`src/design/mflc_defs.svh`:
```
// Constants for the mapper format and loopback control register bank.
// Assumes an 8-bit microprocessor address and data path.
`ifndef MFLC_DEFS_SVH
`define MFLC_DEFS_SVH

// Register offsets on the processor port.
`define MFLC_BUS_MAPPING_CONFIG_ADDR        8'hc0
`define MFLC_LINE_CODING_LOOPBACK_CTRL_ADDR 8'hc1

// Field positions in bus_mapping_config.
`define MFLC_FORMAT_SELECT_HIGH_BIT 7
`define MFLC_FORMAT_SELECT_LOW_BIT  6
`define MFLC_DROP_SLOT_MSB          5
`define MFLC_DROP_SLOT_LSB          4
`define MFLC_ADD_SLOT_MSB           3
`define MFLC_ADD_SLOT_LSB           2
`define MFLC_TEST_BIT               1
`define MFLC_DS3_MODE_BIT           0

// Field positions in line_coding_loopback_ctrl.
`define MFLC_TX_RAIL_ENABLE_BIT     7
`define MFLC_RX_RAIL_ENABLE_BIT     6
`define MFLC_TX_CLK_INV_BIT         5
`define MFLC_RX_CLK_INV_BIT         4
`define MFLC_RING_MODE_BIT          3
`define MFLC_FACILITY_LBK_BIT       2
`define MFLC_LINE_LBK_BIT           1
`define MFLC_SONET_LBK_BIT          0

// Field positions in the G1 byte.
`define MFLC_G1_FEBE_MSB            7
`define MFLC_G1_FEBE_LSB            4
`define MFLC_G1_RDI_BIT             3

// Reset value of non-configuration state and unmapped read data.
`define MFLC_ZERO_BYTE              8'h00

`endif

```
`src/design/mflc_pkg.sv`:
```
// Types shared by the mapper format and loopback control bank.
// Assumes nothing beyond a SystemVerilog compiler.
`default_nettype none

package mflc_pkg;

	// Bus format selection, format_select_high then format_select_low.
	typedef enum logic [1:0] {
		MFLC_FMT_STS1,
		MFLC_FMT_FORMAT_SELECT_LOW,
		MFLC_FMT_RESERVED,
		MFLC_FMT_FORMAT_SELECT_HIGH
	} mflc_format_t;

	// Slot selection used for both drop and add.
	typedef enum logic [1:0] {
		MFLC_SLOT_A,
		MFLC_SLOT_B,
		MFLC_SLOT_C,
		MFLC_SLOT_IDLE
	} mflc_slot_t;

	// Decoded configuration presented to the rest of the mapper.
	typedef struct packed {
		mflc_format_t format_sel;
		logic         format_valid;
		mflc_slot_t   drop_slot_select;
		logic         rx_front_reset;
		mflc_slot_t   add_slot_select;
		logic         ds3_mode;
		logic         transmit_clock_inversion;
		logic         receive_clock_inversion;
		logic         ring_mode;
		logic         facility_loopback_enable;
		logic         line_loopback_enable;
	} mflc_cfg_t;

	// Alarm state and settings reported by the companion mapper.
	typedef struct packed {
		logic       format_select_high;
		logic       alarm_source_select;
		logic       label_alarm_enable;
		logic       pointer_loss_alarm;
		logic       path_ais_alarm;
		logic       j1_loss_alarm;
		logic       e1_byte_ais_alarm;
		logic       external_status_input;
		logic       path_ais_lead;
		logic       signal_label_mismatch;
		logic       unequipped_label_detect;
		logic [3:0] febe_count;
	} mflc_alarm_t;

	// Complete state of the bank.
	typedef struct packed {
		logic [7:0] bus_mapping_config;
		logic [7:0] line_coding_loopback_ctrl;
		logic [7:0] rdata;
		logic       transmit_line_clock_prev;
		logic       rclk_prev;
		logic       tx_data;
		logic       tx_valid;
		logic       rx_pos;
		logic       rx_neg;
		logic       ami_polarity;
		logic       rdi;
		logic [7:0] g1;
	} mflc_state_t;

endpackage : mflc_pkg

`default_nettype wire

```
`src/design/mflc_top.sv`:
```
// Configuration control bits of a DS3/E3 to SDH/SONET mapper: two 8-bit
// registers with their decoded format, slot, line coding, clock edge,
// ring G1 and loopback behaviour.
// Assumes every input is synchronous to CLK; line clocks are sampled.
//
// What this block does
// - Control bits get no default pattern at power-up.
// - Neither hardware nor software reset alters the control bits.
// - Bits 7:6 select STS-1, STS-3, TUG-3; value 10 is reserved.
// - Bits 5:4 pick drop slot A, B, C; 11 idles receive front end.
// - Bits 3:2 pick add slot A, B, C; 11 is undefined.
// - Bit 0 selects E3 when zero, DS3 when one.
// - Transmit rail decoding when enabled, NRZ bypass otherwise.
// - Receive rail coding when enabled, NRZ bypass otherwise.
// - Transmit data sampled on rising clock edge, falling when inverted except in line loopback.
// - Receive data launched on falling edge, rising when inverted.
// - Ring mode inserts companion FEBE count and RDI into G1.
// - External G1 source selected takes G1 from overhead port.
// - Companion RDI raised from pointer, AIS, J1, label alarm terms.
// - Facility loopback returns transmit line data and clock to receive.
// - Line loopback returns receive signal to transmit, receive still driven.
`include "mflc_defs.svh"
`default_nettype none

module mflc_top (
	// Clock and reset.
	input  wire logic                CLK,
	input  wire logic                SRST,
	// Microprocessor register port.
	input  wire logic [7:0]          UP_ADDR,
	input  wire logic [7:0]          UP_WDATA,
	input  wire logic                UP_WR,
	input  wire logic                UP_RD,
	output logic      [7:0]          UP_RDATA,
	// Transmit line interface.
	input  wire logic                TX_LINE_CLK,
	input  wire logic                TX_LINE_POS,
	input  wire logic                TX_LINE_NEG,
	// Transmit data toward the mapper core.
	output logic                     TX_CORE_DATA,
	output logic                     TX_CORE_VALID,
	// Receive data from the desynchroniser.
	input  wire logic                RX_CORE_CLK,
	input  wire logic                RX_CORE_DATA,
	// Receive line interface.
	output logic                     RX_LINE_CLK,
	output logic                     RX_LINE_POS,
	output logic                     RX_LINE_NEG,
	// G1 byte sources and result.
	input  wire logic [7:0]          G1_INTERNAL,
	input  wire logic [7:0]          G1_EXTERNAL,
	input  wire logic                G1_EXTERNAL_SEL,
	input  wire mflc_pkg::mflc_alarm_t ALARM_IN,
	output logic      [7:0]          G1_OUT,
	output logic                     RDI_OUT,
	// Decoded configuration.
	output mflc_pkg::mflc_cfg_t      CFG
);

	mflc_pkg::mflc_state_t state_reg;
	mflc_pkg::mflc_state_t state_next;

	logic [7:0] c0;
	logic [7:0] c1;
	logic       tx_nrz;
	logic       rx_src_clk;
	logic       rx_src_data;
	logic       tx_src_clk;
	logic       tx_src_data;
	logic       tx_src_inv;
	logic       rx_src_clk_prev;
	logic       transmit_line_clock_edge;
	logic       rclk_edge;
	logic       rdi_now;

	assign c0 = state_reg.bus_mapping_config;
	assign c1 = state_reg.line_coding_loopback_ctrl;

	// Rail decoding merges both rails into one NRZ stream; zero
	// substitution codes are not undone here, only the rail merge.
	assign tx_nrz = c1[`MFLC_TX_RAIL_ENABLE_BIT] ?
		(TX_LINE_POS | TX_LINE_NEG) : TX_LINE_POS;

	// Receive side source: facility loopback feeds the transmit line
	// back, otherwise the desynchroniser drives the receive line.
	assign rx_src_clk  = c1[`MFLC_FACILITY_LBK_BIT] ?
		TX_LINE_CLK : RX_CORE_CLK;
	assign rx_src_data = c1[`MFLC_FACILITY_LBK_BIT] ?
		tx_nrz : RX_CORE_DATA;

	// Transmit side source: line loopback takes the receive signal, which
	// is launched on its own edge, so it is always sampled on the rising.
	assign tx_src_clk  = c1[`MFLC_LINE_LBK_BIT] ?
		RX_CORE_CLK : TX_LINE_CLK;
	assign tx_src_data = c1[`MFLC_LINE_LBK_BIT] ?
		RX_CORE_DATA : tx_nrz;
	assign tx_src_inv  = c1[`MFLC_LINE_LBK_BIT] ?
		1'b0 : c1[`MFLC_TX_CLK_INV_BIT];

	// The previous-level flop follows whichever clock is the source.
	assign rx_src_clk_prev = state_reg.rclk_prev;

	// Sampling edge of the transmit clock.
	assign transmit_line_clock_edge = tx_src_inv ?
		(state_reg.transmit_line_clock_prev & ~tx_src_clk) :
		(~state_reg.transmit_line_clock_prev & tx_src_clk);

	// Launch edge of the receive clock.
	assign rclk_edge = c1[`MFLC_RX_CLK_INV_BIT] ?
		(~rx_src_clk_prev & rx_src_clk) :
		(rx_src_clk_prev & ~rx_src_clk);

	// Remote defect seen at the companion mapper.
	assign rdi_now =
		(ALARM_IN.format_select_high &
		 (ALARM_IN.pointer_loss_alarm | ALARM_IN.path_ais_alarm)) |
		ALARM_IN.j1_loss_alarm |
		(~ALARM_IN.alarm_source_select & ALARM_IN.e1_byte_ais_alarm) |
		(ALARM_IN.alarm_source_select &
		 (ALARM_IN.external_status_input | ALARM_IN.path_ais_lead)) |
		(ALARM_IN.label_alarm_enable &
		 (ALARM_IN.signal_label_mismatch |
		  ALARM_IN.unequipped_label_detect));

	// Next state. The two configuration bytes are loaded only by a write
	// and are left out of the reset branch on purpose, so that a reset
	// never disturbs a running configuration.
	always_comb begin
		state_next = state_reg;
		if (UP_WR) begin
			if (UP_ADDR == `MFLC_BUS_MAPPING_CONFIG_ADDR) begin
				state_next.bus_mapping_config = UP_WDATA;
			end else if (UP_ADDR == `MFLC_LINE_CODING_LOOPBACK_CTRL_ADDR) begin
				state_next.line_coding_loopback_ctrl = UP_WDATA;
			end
		end
		// Read data; unmapped addresses read as zero.
		if (UP_RD) begin
			if (UP_ADDR == `MFLC_BUS_MAPPING_CONFIG_ADDR) begin
				state_next.rdata = c0;
			end else if (UP_ADDR == `MFLC_LINE_CODING_LOOPBACK_CTRL_ADDR) begin
				state_next.rdata = c1;
			end else begin
				state_next.rdata = `MFLC_ZERO_BYTE;
			end
		end
		state_next.transmit_line_clock_prev = tx_src_clk;
		state_next.rclk_prev = rx_src_clk;
		// Transmit sample toward the core, valid for one cycle.
		state_next.tx_valid = transmit_line_clock_edge;
		if (transmit_line_clock_edge) begin
			state_next.tx_data = tx_src_data;
		end
		// Receive launch, alternating marks between rails when coding.
		if (rclk_edge) begin
			if (c1[`MFLC_RX_RAIL_ENABLE_BIT]) begin
				state_next.rx_pos = rx_src_data & ~state_reg.ami_polarity;
				state_next.rx_neg = rx_src_data & state_reg.ami_polarity;
				if (rx_src_data) begin
					state_next.ami_polarity = ~state_reg.ami_polarity;
				end
			end else begin
				state_next.rx_pos = rx_src_data;
				state_next.rx_neg = 1'b0;
			end
		end
		// G1 byte: the overhead port wins, then ring insertion.
		state_next.rdi = rdi_now;
		if (G1_EXTERNAL_SEL) begin
			state_next.g1 = G1_EXTERNAL;
		end else if (c1[`MFLC_RING_MODE_BIT]) begin
			state_next.g1 = G1_INTERNAL;
			state_next.g1[`MFLC_G1_FEBE_MSB:`MFLC_G1_FEBE_LSB] =
				ALARM_IN.febe_count;
			state_next.g1[`MFLC_G1_RDI_BIT] = rdi_now;
		end else begin
			state_next.g1 = G1_INTERNAL;
		end
		// Reset clears only datapath state, never the control bytes.
		if (SRST) begin
			state_next.rdata        = `MFLC_ZERO_BYTE;
			state_next.transmit_line_clock_prev    = 1'b0;
			state_next.rclk_prev    = 1'b0;
			state_next.tx_data      = 1'b0;
			state_next.tx_valid     = 1'b0;
			state_next.rx_pos       = 1'b0;
			state_next.rx_neg       = 1'b0;
			state_next.ami_polarity = 1'b0;
			state_next.rdi          = 1'b0;
			state_next.g1           = `MFLC_ZERO_BYTE;
		end
	end

	// State register; no power-up initial value is given.
	always_ff @(posedge CLK) begin
		state_reg <= state_next;
	end

	// Decoded configuration fields.
	always_comb begin
		CFG.format_sel = mflc_pkg::mflc_format_t'(
			{c0[`MFLC_FORMAT_SELECT_HIGH_BIT],
			 c0[`MFLC_FORMAT_SELECT_LOW_BIT]});
		CFG.format_valid = (CFG.format_sel !=
			mflc_pkg::MFLC_FMT_RESERVED);
		CFG.drop_slot_select = mflc_pkg::mflc_slot_t'(
			c0[`MFLC_DROP_SLOT_MSB:`MFLC_DROP_SLOT_LSB]);
		CFG.rx_front_reset = (CFG.drop_slot_select ==
			mflc_pkg::MFLC_SLOT_IDLE);
		CFG.add_slot_select = mflc_pkg::mflc_slot_t'(
			c0[`MFLC_ADD_SLOT_MSB:`MFLC_ADD_SLOT_LSB]);
		CFG.ds3_mode = c0[`MFLC_DS3_MODE_BIT];
		CFG.transmit_clock_inversion = c1[`MFLC_TX_CLK_INV_BIT];
		CFG.receive_clock_inversion  = c1[`MFLC_RX_CLK_INV_BIT];
		CFG.ring_mode                = c1[`MFLC_RING_MODE_BIT];
		CFG.facility_loopback_enable = c1[`MFLC_FACILITY_LBK_BIT];
		CFG.line_loopback_enable     = c1[`MFLC_LINE_LBK_BIT];
	end

	// Outputs; the receive line clock follows its source directly so the
	// launch edges line up with the clock that the far end sees.
	assign UP_RDATA      = state_reg.rdata;
	assign TX_CORE_DATA  = state_reg.tx_data;
	assign TX_CORE_VALID = state_reg.tx_valid;
	assign RX_LINE_CLK   = rx_src_clk;
	assign RX_LINE_POS   = state_reg.rx_pos;
	assign RX_LINE_NEG   = state_reg.rx_neg;
	assign G1_OUT        = state_reg.g1;
	assign RDI_OUT       = state_reg.rdi;

endmodule // mflc_top

`default_nettype wire

```
`config.mk`:
```
export PLATFORM = sky130hd
export DESIGN_NAME = mflc_top
export DESIGN_NICKNAME = d
export VERILOG_FILES = /design/src/design/mflc_pkg.sv /design/src/design/mflc_top.sv
export VERILOG_INCLUDE_DIRS = /design/src /design/src/design
export SDC_FILE = /design/constraint.sdc
export NUM_CORES = 1
export LEC_CHECK = 0
export BUFFER_PORTS_ARGS = -buffer_cell sky130_fd_sc_hd__buf_2
export CAP_MARGIN = 30
export CORE_MARGIN = 5
export CORE_UTILIZATION = 31
export DETAILED_ROUTE_END_ITERATION = 10
export PLACE_DENSITY = 0.66
export SYNTH_ARGS = -nofsm -noshare
export SYNTH_HDL_FRONTEND = slang
export SYNTH_SLANG_ARGS = --single-unit
```
`constraint.sdc`:
```
create_clock -name CLK -period 1.89 [get_ports CLK]
set_clock_uncertainty 0.2 [all_clocks]
set_input_delay 0.2835 -clock CLK [delete_from_list [all_inputs] [get_ports CLK]]
set_output_delay 0.2835 -clock CLK [all_outputs]
set_load 0.01 [all_outputs]
```
==> impl_metrics.py, run 1 <==
metrics = {
    "clocking": {
        "clock_latency_ns": 0.29,
        "htree_levels": 2,
        "ctsResizeCount": 0,
        "cts_made_buffers": 5,
        "cts_tree": "done",
        "cts_root_buffer": "clkbuf_8",
        "clock_sinks": 40,
        "path_clk_slew_ns": 0.08,
        "clockBufferDepth": 2,
    },
    "die": {
        "die_h_um": 87.4,
        "num_rows": 28,
        "die-area_mm2": 0.00764,
        "initial_utilization_pct": 31.5,
        "io_pins": 93,
        "fp.dieW_um": 87.4,
        "core_region_area_mm2": 0.00589,
    },
    "cells_and_area": {
        "drive_gt1_share_pct": 45.0,
        "num_antenna_cells": 0,
        "nNetsFinal": 316,
        "fin_cells": 335,
        "n_fill_cell": 603,
        "syn2layout_area_growth_pct": 30.2,
    },
    "placed_design": {
        "post-place-cells": 319,
        "place_hpwl_um": 3510,
        "portBuffers": 92,
        "routabilityCongestion": 0.728,
    },
    "critical_path": {
        "cp_max_fo": 2,
        "crit_required_ns": 1.41,
        "path_cells": "mux2i_1, buf_4, inv_1, buf_2",
        "crit_arrival_ns": 1.29,
        "cp-end-kind": "output pin",
        "slowest_delay_ns": 0.41,
        "cp_slowest_cell": "edfxtp_1",
        "worstSetupPathType": "flip-flop to output pin",
        "crit_family": "flip-flops",
        "crit_buf_inv": 3,
        "cp-start-kind": "flip-flop",
    },
    "synthesis": {
        "ys_seq_elements": 40,
        "synthTopCellsByArea": "dfxtp_1, edfxtp_1, buf_4",
        "async_reset_ff_share_pct": 0,
        "yosys_warnings": 0,
        "synth_fp_nets": 238,
        "syn_avg_cell_area_um2": 10.3,
        "synth_xor_area_share_pct": 0,
        "synth_top_family_by_area": "simple AND/OR/NAND/NOR gates",
        "ys_seq_area_share_pct": 51.8,
        "synth_flop_cell": "dfxtp_1",
        "ys_types": 28,
        "synthSimpleGateAreaFrac_pct": 16.2,
        "synthMuxAreaShare_pct": 12.1,
        "netlist_area_mm2": 0.00186,
        "synth_top_cell_by_area": "dfxtp_1",
        "synth-compound-area-share_pct": 6.33,
        "synth_common_cells": "buf_4, dfxtp_1, nor2_1",
        "synth_most_common_cell": "buf_4",
        "synth_edf_count": 16,
        "synth_fa_ha_area_share_pct": 0,
        "synth.top_cell.area_share_pct": 25.9,
        "syn_inst": 181,
    },
    "detailed_routing": {
        "wl_um": 4420,
        "via_per_inst": 4.41,
        "drtAntennaViolNets": 0,
        "via_count": 1478,
        "dr.pass1.iters": 4,
        "drtIter0Drc": 57,
        "routedWlPerCell_um": 13.2,
        "drc_errors": 0,
    },
    "timing": {
        "setup_tns_ns": 0,
        "rsz0062_at_grt": "false",
        "drv_slew": 0,
        "clock.fmax_ghz": 0.565,
        "hold_violations": 0,
        "whs_ns": 0.0133,
        "fin_crit_sh_pct": 93.6,
        "setup_viol": 0,
        "worstMarginPinSlew_ns": 0.395,
        "period_minus_slack_ns": 1.77,
        "max-slew-margin-rel_pct": 73.6,
    },
    "grt": {
        "grt_pass1_wl_um": 7050,
        "grt_use_total_pct": 11.9,
        "grt-ovfl-total": 0,
        "first_global_vias": 1492,
        "antenna_found_initial": 0,
        "grt_max_degree": 17,
    },
    "pwr": {
        "pwr_density_cell_mw_per_mm2": 743,
        "finalPower_mw": 1.80,
        "vdd_ir_drop_max_uv": 395,
        "leakage_nw": 1.10,
    },
    "min_path": {
        "worst_hold_path_type": "primary input to flip-flop",
    },
    "run_status": {
        "run_status": "finished, final reports clean",
    },
    "run": {
        "drv_cap": 0,
    },
}
==> power by group <==
group / internal, mW / switching [mW] / total [mW]
logic: 0.0996 / 0.0801 / 0.180
clock network: 0.391 / 0.306 / 0.697
registers: 0.914 / 0.00588 / 0.920
total: 1.40 / 0.392 / 1.80
==> what timing repair did <==
action,in CTS,in global routing
buffers inserted,0,0
hold buffers,8,0
endpoints found under the hold margin,16,0
==> stage by stage <==
| stage | setup slack [ns] | cell area [um2] | util, % |
|---|---|---|---|
| after floorplan | 0.0467 | 1860 | - |
| after global routing | 0.0365 | 2420 | 41.1 |
| final | 0.120 | 2420 | 41.1 |
| after CTS | 0.0945 | 2420 | 41.1 |
| after detailed placement | 0.0241 | 2230 | 37.8 |
| after global placement | 0.0619 | 2230 | 37.8 |
==> path summary, 6_finish.rpt <==
path	start	end	slack (ns)	cells after the start
max	c1[2]	RX_LINE_CLK	0.12	4
max reg2reg	c1[2]	state_reg[9]	0.22	4
min reg2reg	UP_RDATA[0]	UP_RDATA[0]	0.26	2
min	G1_INTERNAL[2]	G1_OUT[2]	0.01	3
==> logic make-up after synthesis <==
logic type / count (synthesis)
compound gates: 22
buf+inv: 39
flops: 40
mux: 21
simple gates: 59
==> worst reg2reg max path: stages (launching register included) <==
cell	delay (ns)
edfxtp_1	0.41
mux2i_1	0.27
mux2i_2	0.27
nand3_1	0.12
mux2_1	0.31
==> metal layers <==
layer,GRT usage [%],routed length (um)
met2,20.1,2100
met3,3.41,462
met5,0,0
met1,14.3,1790
met4,4.60,65
==> cell type report <==
cell class	count	area, um2	area share (%)
clock buffer	5	68.8	2.85
multi-input combinational	102	647	26.8
timing repair buffer	107	593	24.5
clock inverter	3	42.5	1.76
sequential	40	961	39.8
tap	75	93.8	3.88
inverter	3	11.3	0.466
==> cells in the final DEF (no fill, tap or decap) <==
| cell | count |
|---|---|
| buf_2 | 92 |
| dfxtp_1 | 24 |
| nor2_1 | 22 |
| a21oi_1 | 16 |
| edfxtp_1 | 16 |
| mux2i_1 | 11 |
| nand2b_1 | 11 |
| nand3_1 | 9 |
| mux2_2 | 8 |
| dlygate4sd3_1 | 8 |
| buf_4 | 7 |
| clkbuf_8 | 5 |
| o21ai_0 | 4 |
| inv_1 | 3 |
| nand2_1 | 3 |
| nor4b_1 | 2 |
| and3_1 | 2 |
| nor3_1 | 2 |
| and2_1 | 1 |
| nor2_2 | 1 |
| or3_1 | 1 |
| a311oi_1 | 1 |
| and3b_1 | 1 |
| nor4bb_1 | 1 |
| a221oi_1 | 1 |
| mux2i_2 | 1 |
| or2_1 | 1 |
| nand4_1 | 1 |
| nor2b_1 | 1 |
| mux2_1 | 1 |
| bufinv_16 | 1 |
| clkinv_2 | 1 |
| clkinvlp_4 | 1 |
(Power assumes the default switching activity.)
==> run 2: changes to the inputs <==
Settings changed: ABC_AREA set to 1, PLACE_DENSITY 0.66 to 0.65.
==> run 2 against run 1 <==
Setup slack improved by 0.042 ns. Synthesized area rose by 6.9%. Via count up 18%. Die area increased by 6.1%. Flip-flop and latch count did not move. Sequential share of layout area down 1.8 points. First-iteration DRC count is 39% higher. Clock-buffer cell count did not move. Largest cell class unchanged.
==> impl_metrics.py, run 2 <==
metrics = {
    "placed_design": {
        "portBuffers": 92,
        "routabilityCongestion": 0.775,
        "place_hpwl_um": 4010,
        "post-place-cells": 395,
    },
    "timing": {
        "setup_tns_ns": 0,
        "worstMarginPinSlew_ns": 0.318,
        "drv_slew": 0,
        "rsz0062_at_grt": "false",
        "period_minus_slack_ns": 1.73,
        "clock.fmax_ghz": 0.579,
        "hold_violations": 0,
        "whs_ns": 0.00911,
        "max-slew-margin-rel_pct": 78.8,
        "fin_crit_sh_pct": 91.4,
        "setup_viol": 0,
    },
    "critical_path": {
        "crit_required_ns": 1.41,
        "cp_max_fo": 6,
        "rrSetupSlack_ns": 0.45,
        "worstSetupPathType": "flip-flop to output pin",
        "crit_arrival_ns": 1.24,
        "r2r-end": "TX_CORE_DATA",
        "cp-end-kind": "output pin",
        "r2r_cells": 6,
        "cp-start-kind": "flip-flop",
        "r2r-start": "c1[1]",
    },
    "synthesis": {
        "synth_most_common_cell": "nor2_1",
        "synth_fp_nets": 312,
        "synth.top_cell.area_share_pct": 24.2,
        "ys_seq_area_share_pct": 48.4,
        "synth_flop_cell": "dfxtp_1",
        "synth_common_cells": "nor2_1, nand2_1, inv_1",
        "ys_types": 19,
        "yosys_warnings": 0,
        "netlist_area_mm2": 0.00199,
        "ys_seq_elements": 40,
        "synthTopCellsByArea": "dfxtp_1, edfxtp_1, buf_4",
        "syn_inst": 255,
        "synth_top_cell_by_area": "dfxtp_1",
        "syn_avg_cell_area_um2": 7.79,
        "synth_edf_count": 16,
        "async_reset_ff_share_pct": 0,
    },
    "grt": {
        "grt_max_degree": 17,
        "grt-ovfl-total": 0,
        "grt_use_total_pct": 12.7,
        "antenna_found_initial": 0,
        "first_global_vias": 1811,
        "grt_pass1_wl_um": 8560,
    },
    "die": {
        "fp.dieW_um": 90.0,
        "die_h_um": 90.0,
        "io_pins": 93,
        "core_region_area_mm2": 0.00628,
        "die-area_mm2": 0.00811,
        "num_rows": 29,
        "initial_utilization_pct": 31.6,
    },
    "clocking": {
        "clock_latency_ns": 0.29,
        "clock_sinks": 40,
        "path_clk_slew_ns": 0.09,
        "cts_root_buffer": "clkbuf_8",
        "htree_levels": 2,
        "postCtsSetupRepairBufs": 0,
        "hold_buffers": 8,
        "cts_tree": "done",
        "clockBufferDepth": 2,
        "cts_made_buffers": 5,
        "ctsResizeCount": 0,
    },
    "pwr": {
        "pwr_density_cell_mw_per_mm2": 739,
        "leakage_nw": 1.33,
        "finalPower_mw": 1.87,
        "vdd_ir_drop_max_uv": 369,
    },
    "detailed_routing": {
        "dr.pass1.iters": 4,
        "drtAntennaViolNets": 0,
        "via_count": 1743,
        "via_per_inst": 4.24,
        "wl_um": 4990,
        "drtIter0Drc": 79,
        "routedWlPerCell_um": 12.1,
        "drc_errors": 0,
    },
    "cells_and_area": {
        "num_antenna_cells": 0,
        "syn2layout_area_growth_pct": 27.6,
        "fin_cells": 411,
        "final_common_cell": "buf_2",
        "nNetsFinal": 390,
        "drive_gt1_share_pct": 32.3,
        "final_cell_mix": "buf_2, nor2_1, nand2_1, inv_1, nand3_1",
    },
    "min_path": {
        "hold_depth": 3,
        "hold_start": "G1_EXTERNAL[7]",
        "worst_hold_path_type": "primary input to flip-flop",
        "hold_end": "G1_OUT[7]",
    },
    "run_status": {
        "run_status": "finished, final reports clean",
    },
    "run": {
        "drv_cap": 0,
    },
}
==> run 2: changes by cell type in the layout (fill, tap and decap cells not counted), moves of 3 or more <==
cell | before | now
inv_1 | 3 | 36
nand2_1 | 3 | 41
nor2_1 | 22 | 48
o21ai_0 | 4 | 7
a21oi_1 | 16 | 5
mux2i_1 | 11 | 0
mux2_2 | 8 | 0
nand3_1 | 9 | 33
nand2b_1 | 11 | 0
o211ai_1 | 0 | 4
==> run 2: metal layers <==
layer / GRT usage (%) / vias to the layer above / wire length (um)
met5: 0 / - / 0
met4: 3.97 / 0 / 42
met3: 3.84 / 4 / 298
met2: 21.0 / 48 / 2370
met1: 15.7 / 760 / 2280
li1: - / 931 / -
==> run 2: cells by family (layout without fill, tap and decap cells) <==
logic type	Yosys count	after routing	synth area share [%]
buffers and inverters	70	149	19.0
AO/OA/AOI/OAI	19	19	5.42
AND/OR/NAND/NOR	126	126	27.2
flip-flops	40	40	48.4
==> run 2: layout make-up <==
type / count / area, um2
Clock buffer: 5 / 68.8
Clock inverter: 3 / 47.5
Fill cell: 655 / 3740
Inverter: 36 / 135
Multi-Input combinational cell: 145 / 647
Sequential cell: 40 / 961
Tap cell: 77 / 96.3
Timing Repair Buffer: 105 / 578
==> run 2: worst max-delay path, cell delays in order (launching register included) <==
cell	delay, ns
edfxtp_1	0.50
inv_1	0.14
nand2_1	0.07
nand2_1	0.08
inv_1	0.04
buf_2	0.13
==> run 2: worst max-delay path by stage <==
stage,start,end,depth (start not counted)
floorplan,UP_ADDR[6],c0[0],5
global placement,UP_ADDR[3],c1[6],7
detailed placement,UP_ADDR[3],c1[1],7
CTS,c1[2],RX_LINE_CLK,5
global route,c1[2],RX_LINE_CLK,5
finish,c1[2],RX_LINE_CLK,5
==> run 2: power breakdown <==
part	switching, mW	internal, mW	leakage (nW)
Clock	0.321	0.398	0.0583
Combinational	0.113	0.106	0.934
Sequential	0.0107	0.924	0.343
Total	0.445	1.43	1.33
==> run 2: per-stage QoR <==
stage	cell area (um2)	util, %	worst slack (ns)
floorplan	1990	-	0.114
global placement	2340	37.2	0.279
detailed placement	2340	37.2	0.260
CTS	2530	40.4	0.135
global route	2530	40.4	0.00121
finish	2530	40.4	0.162
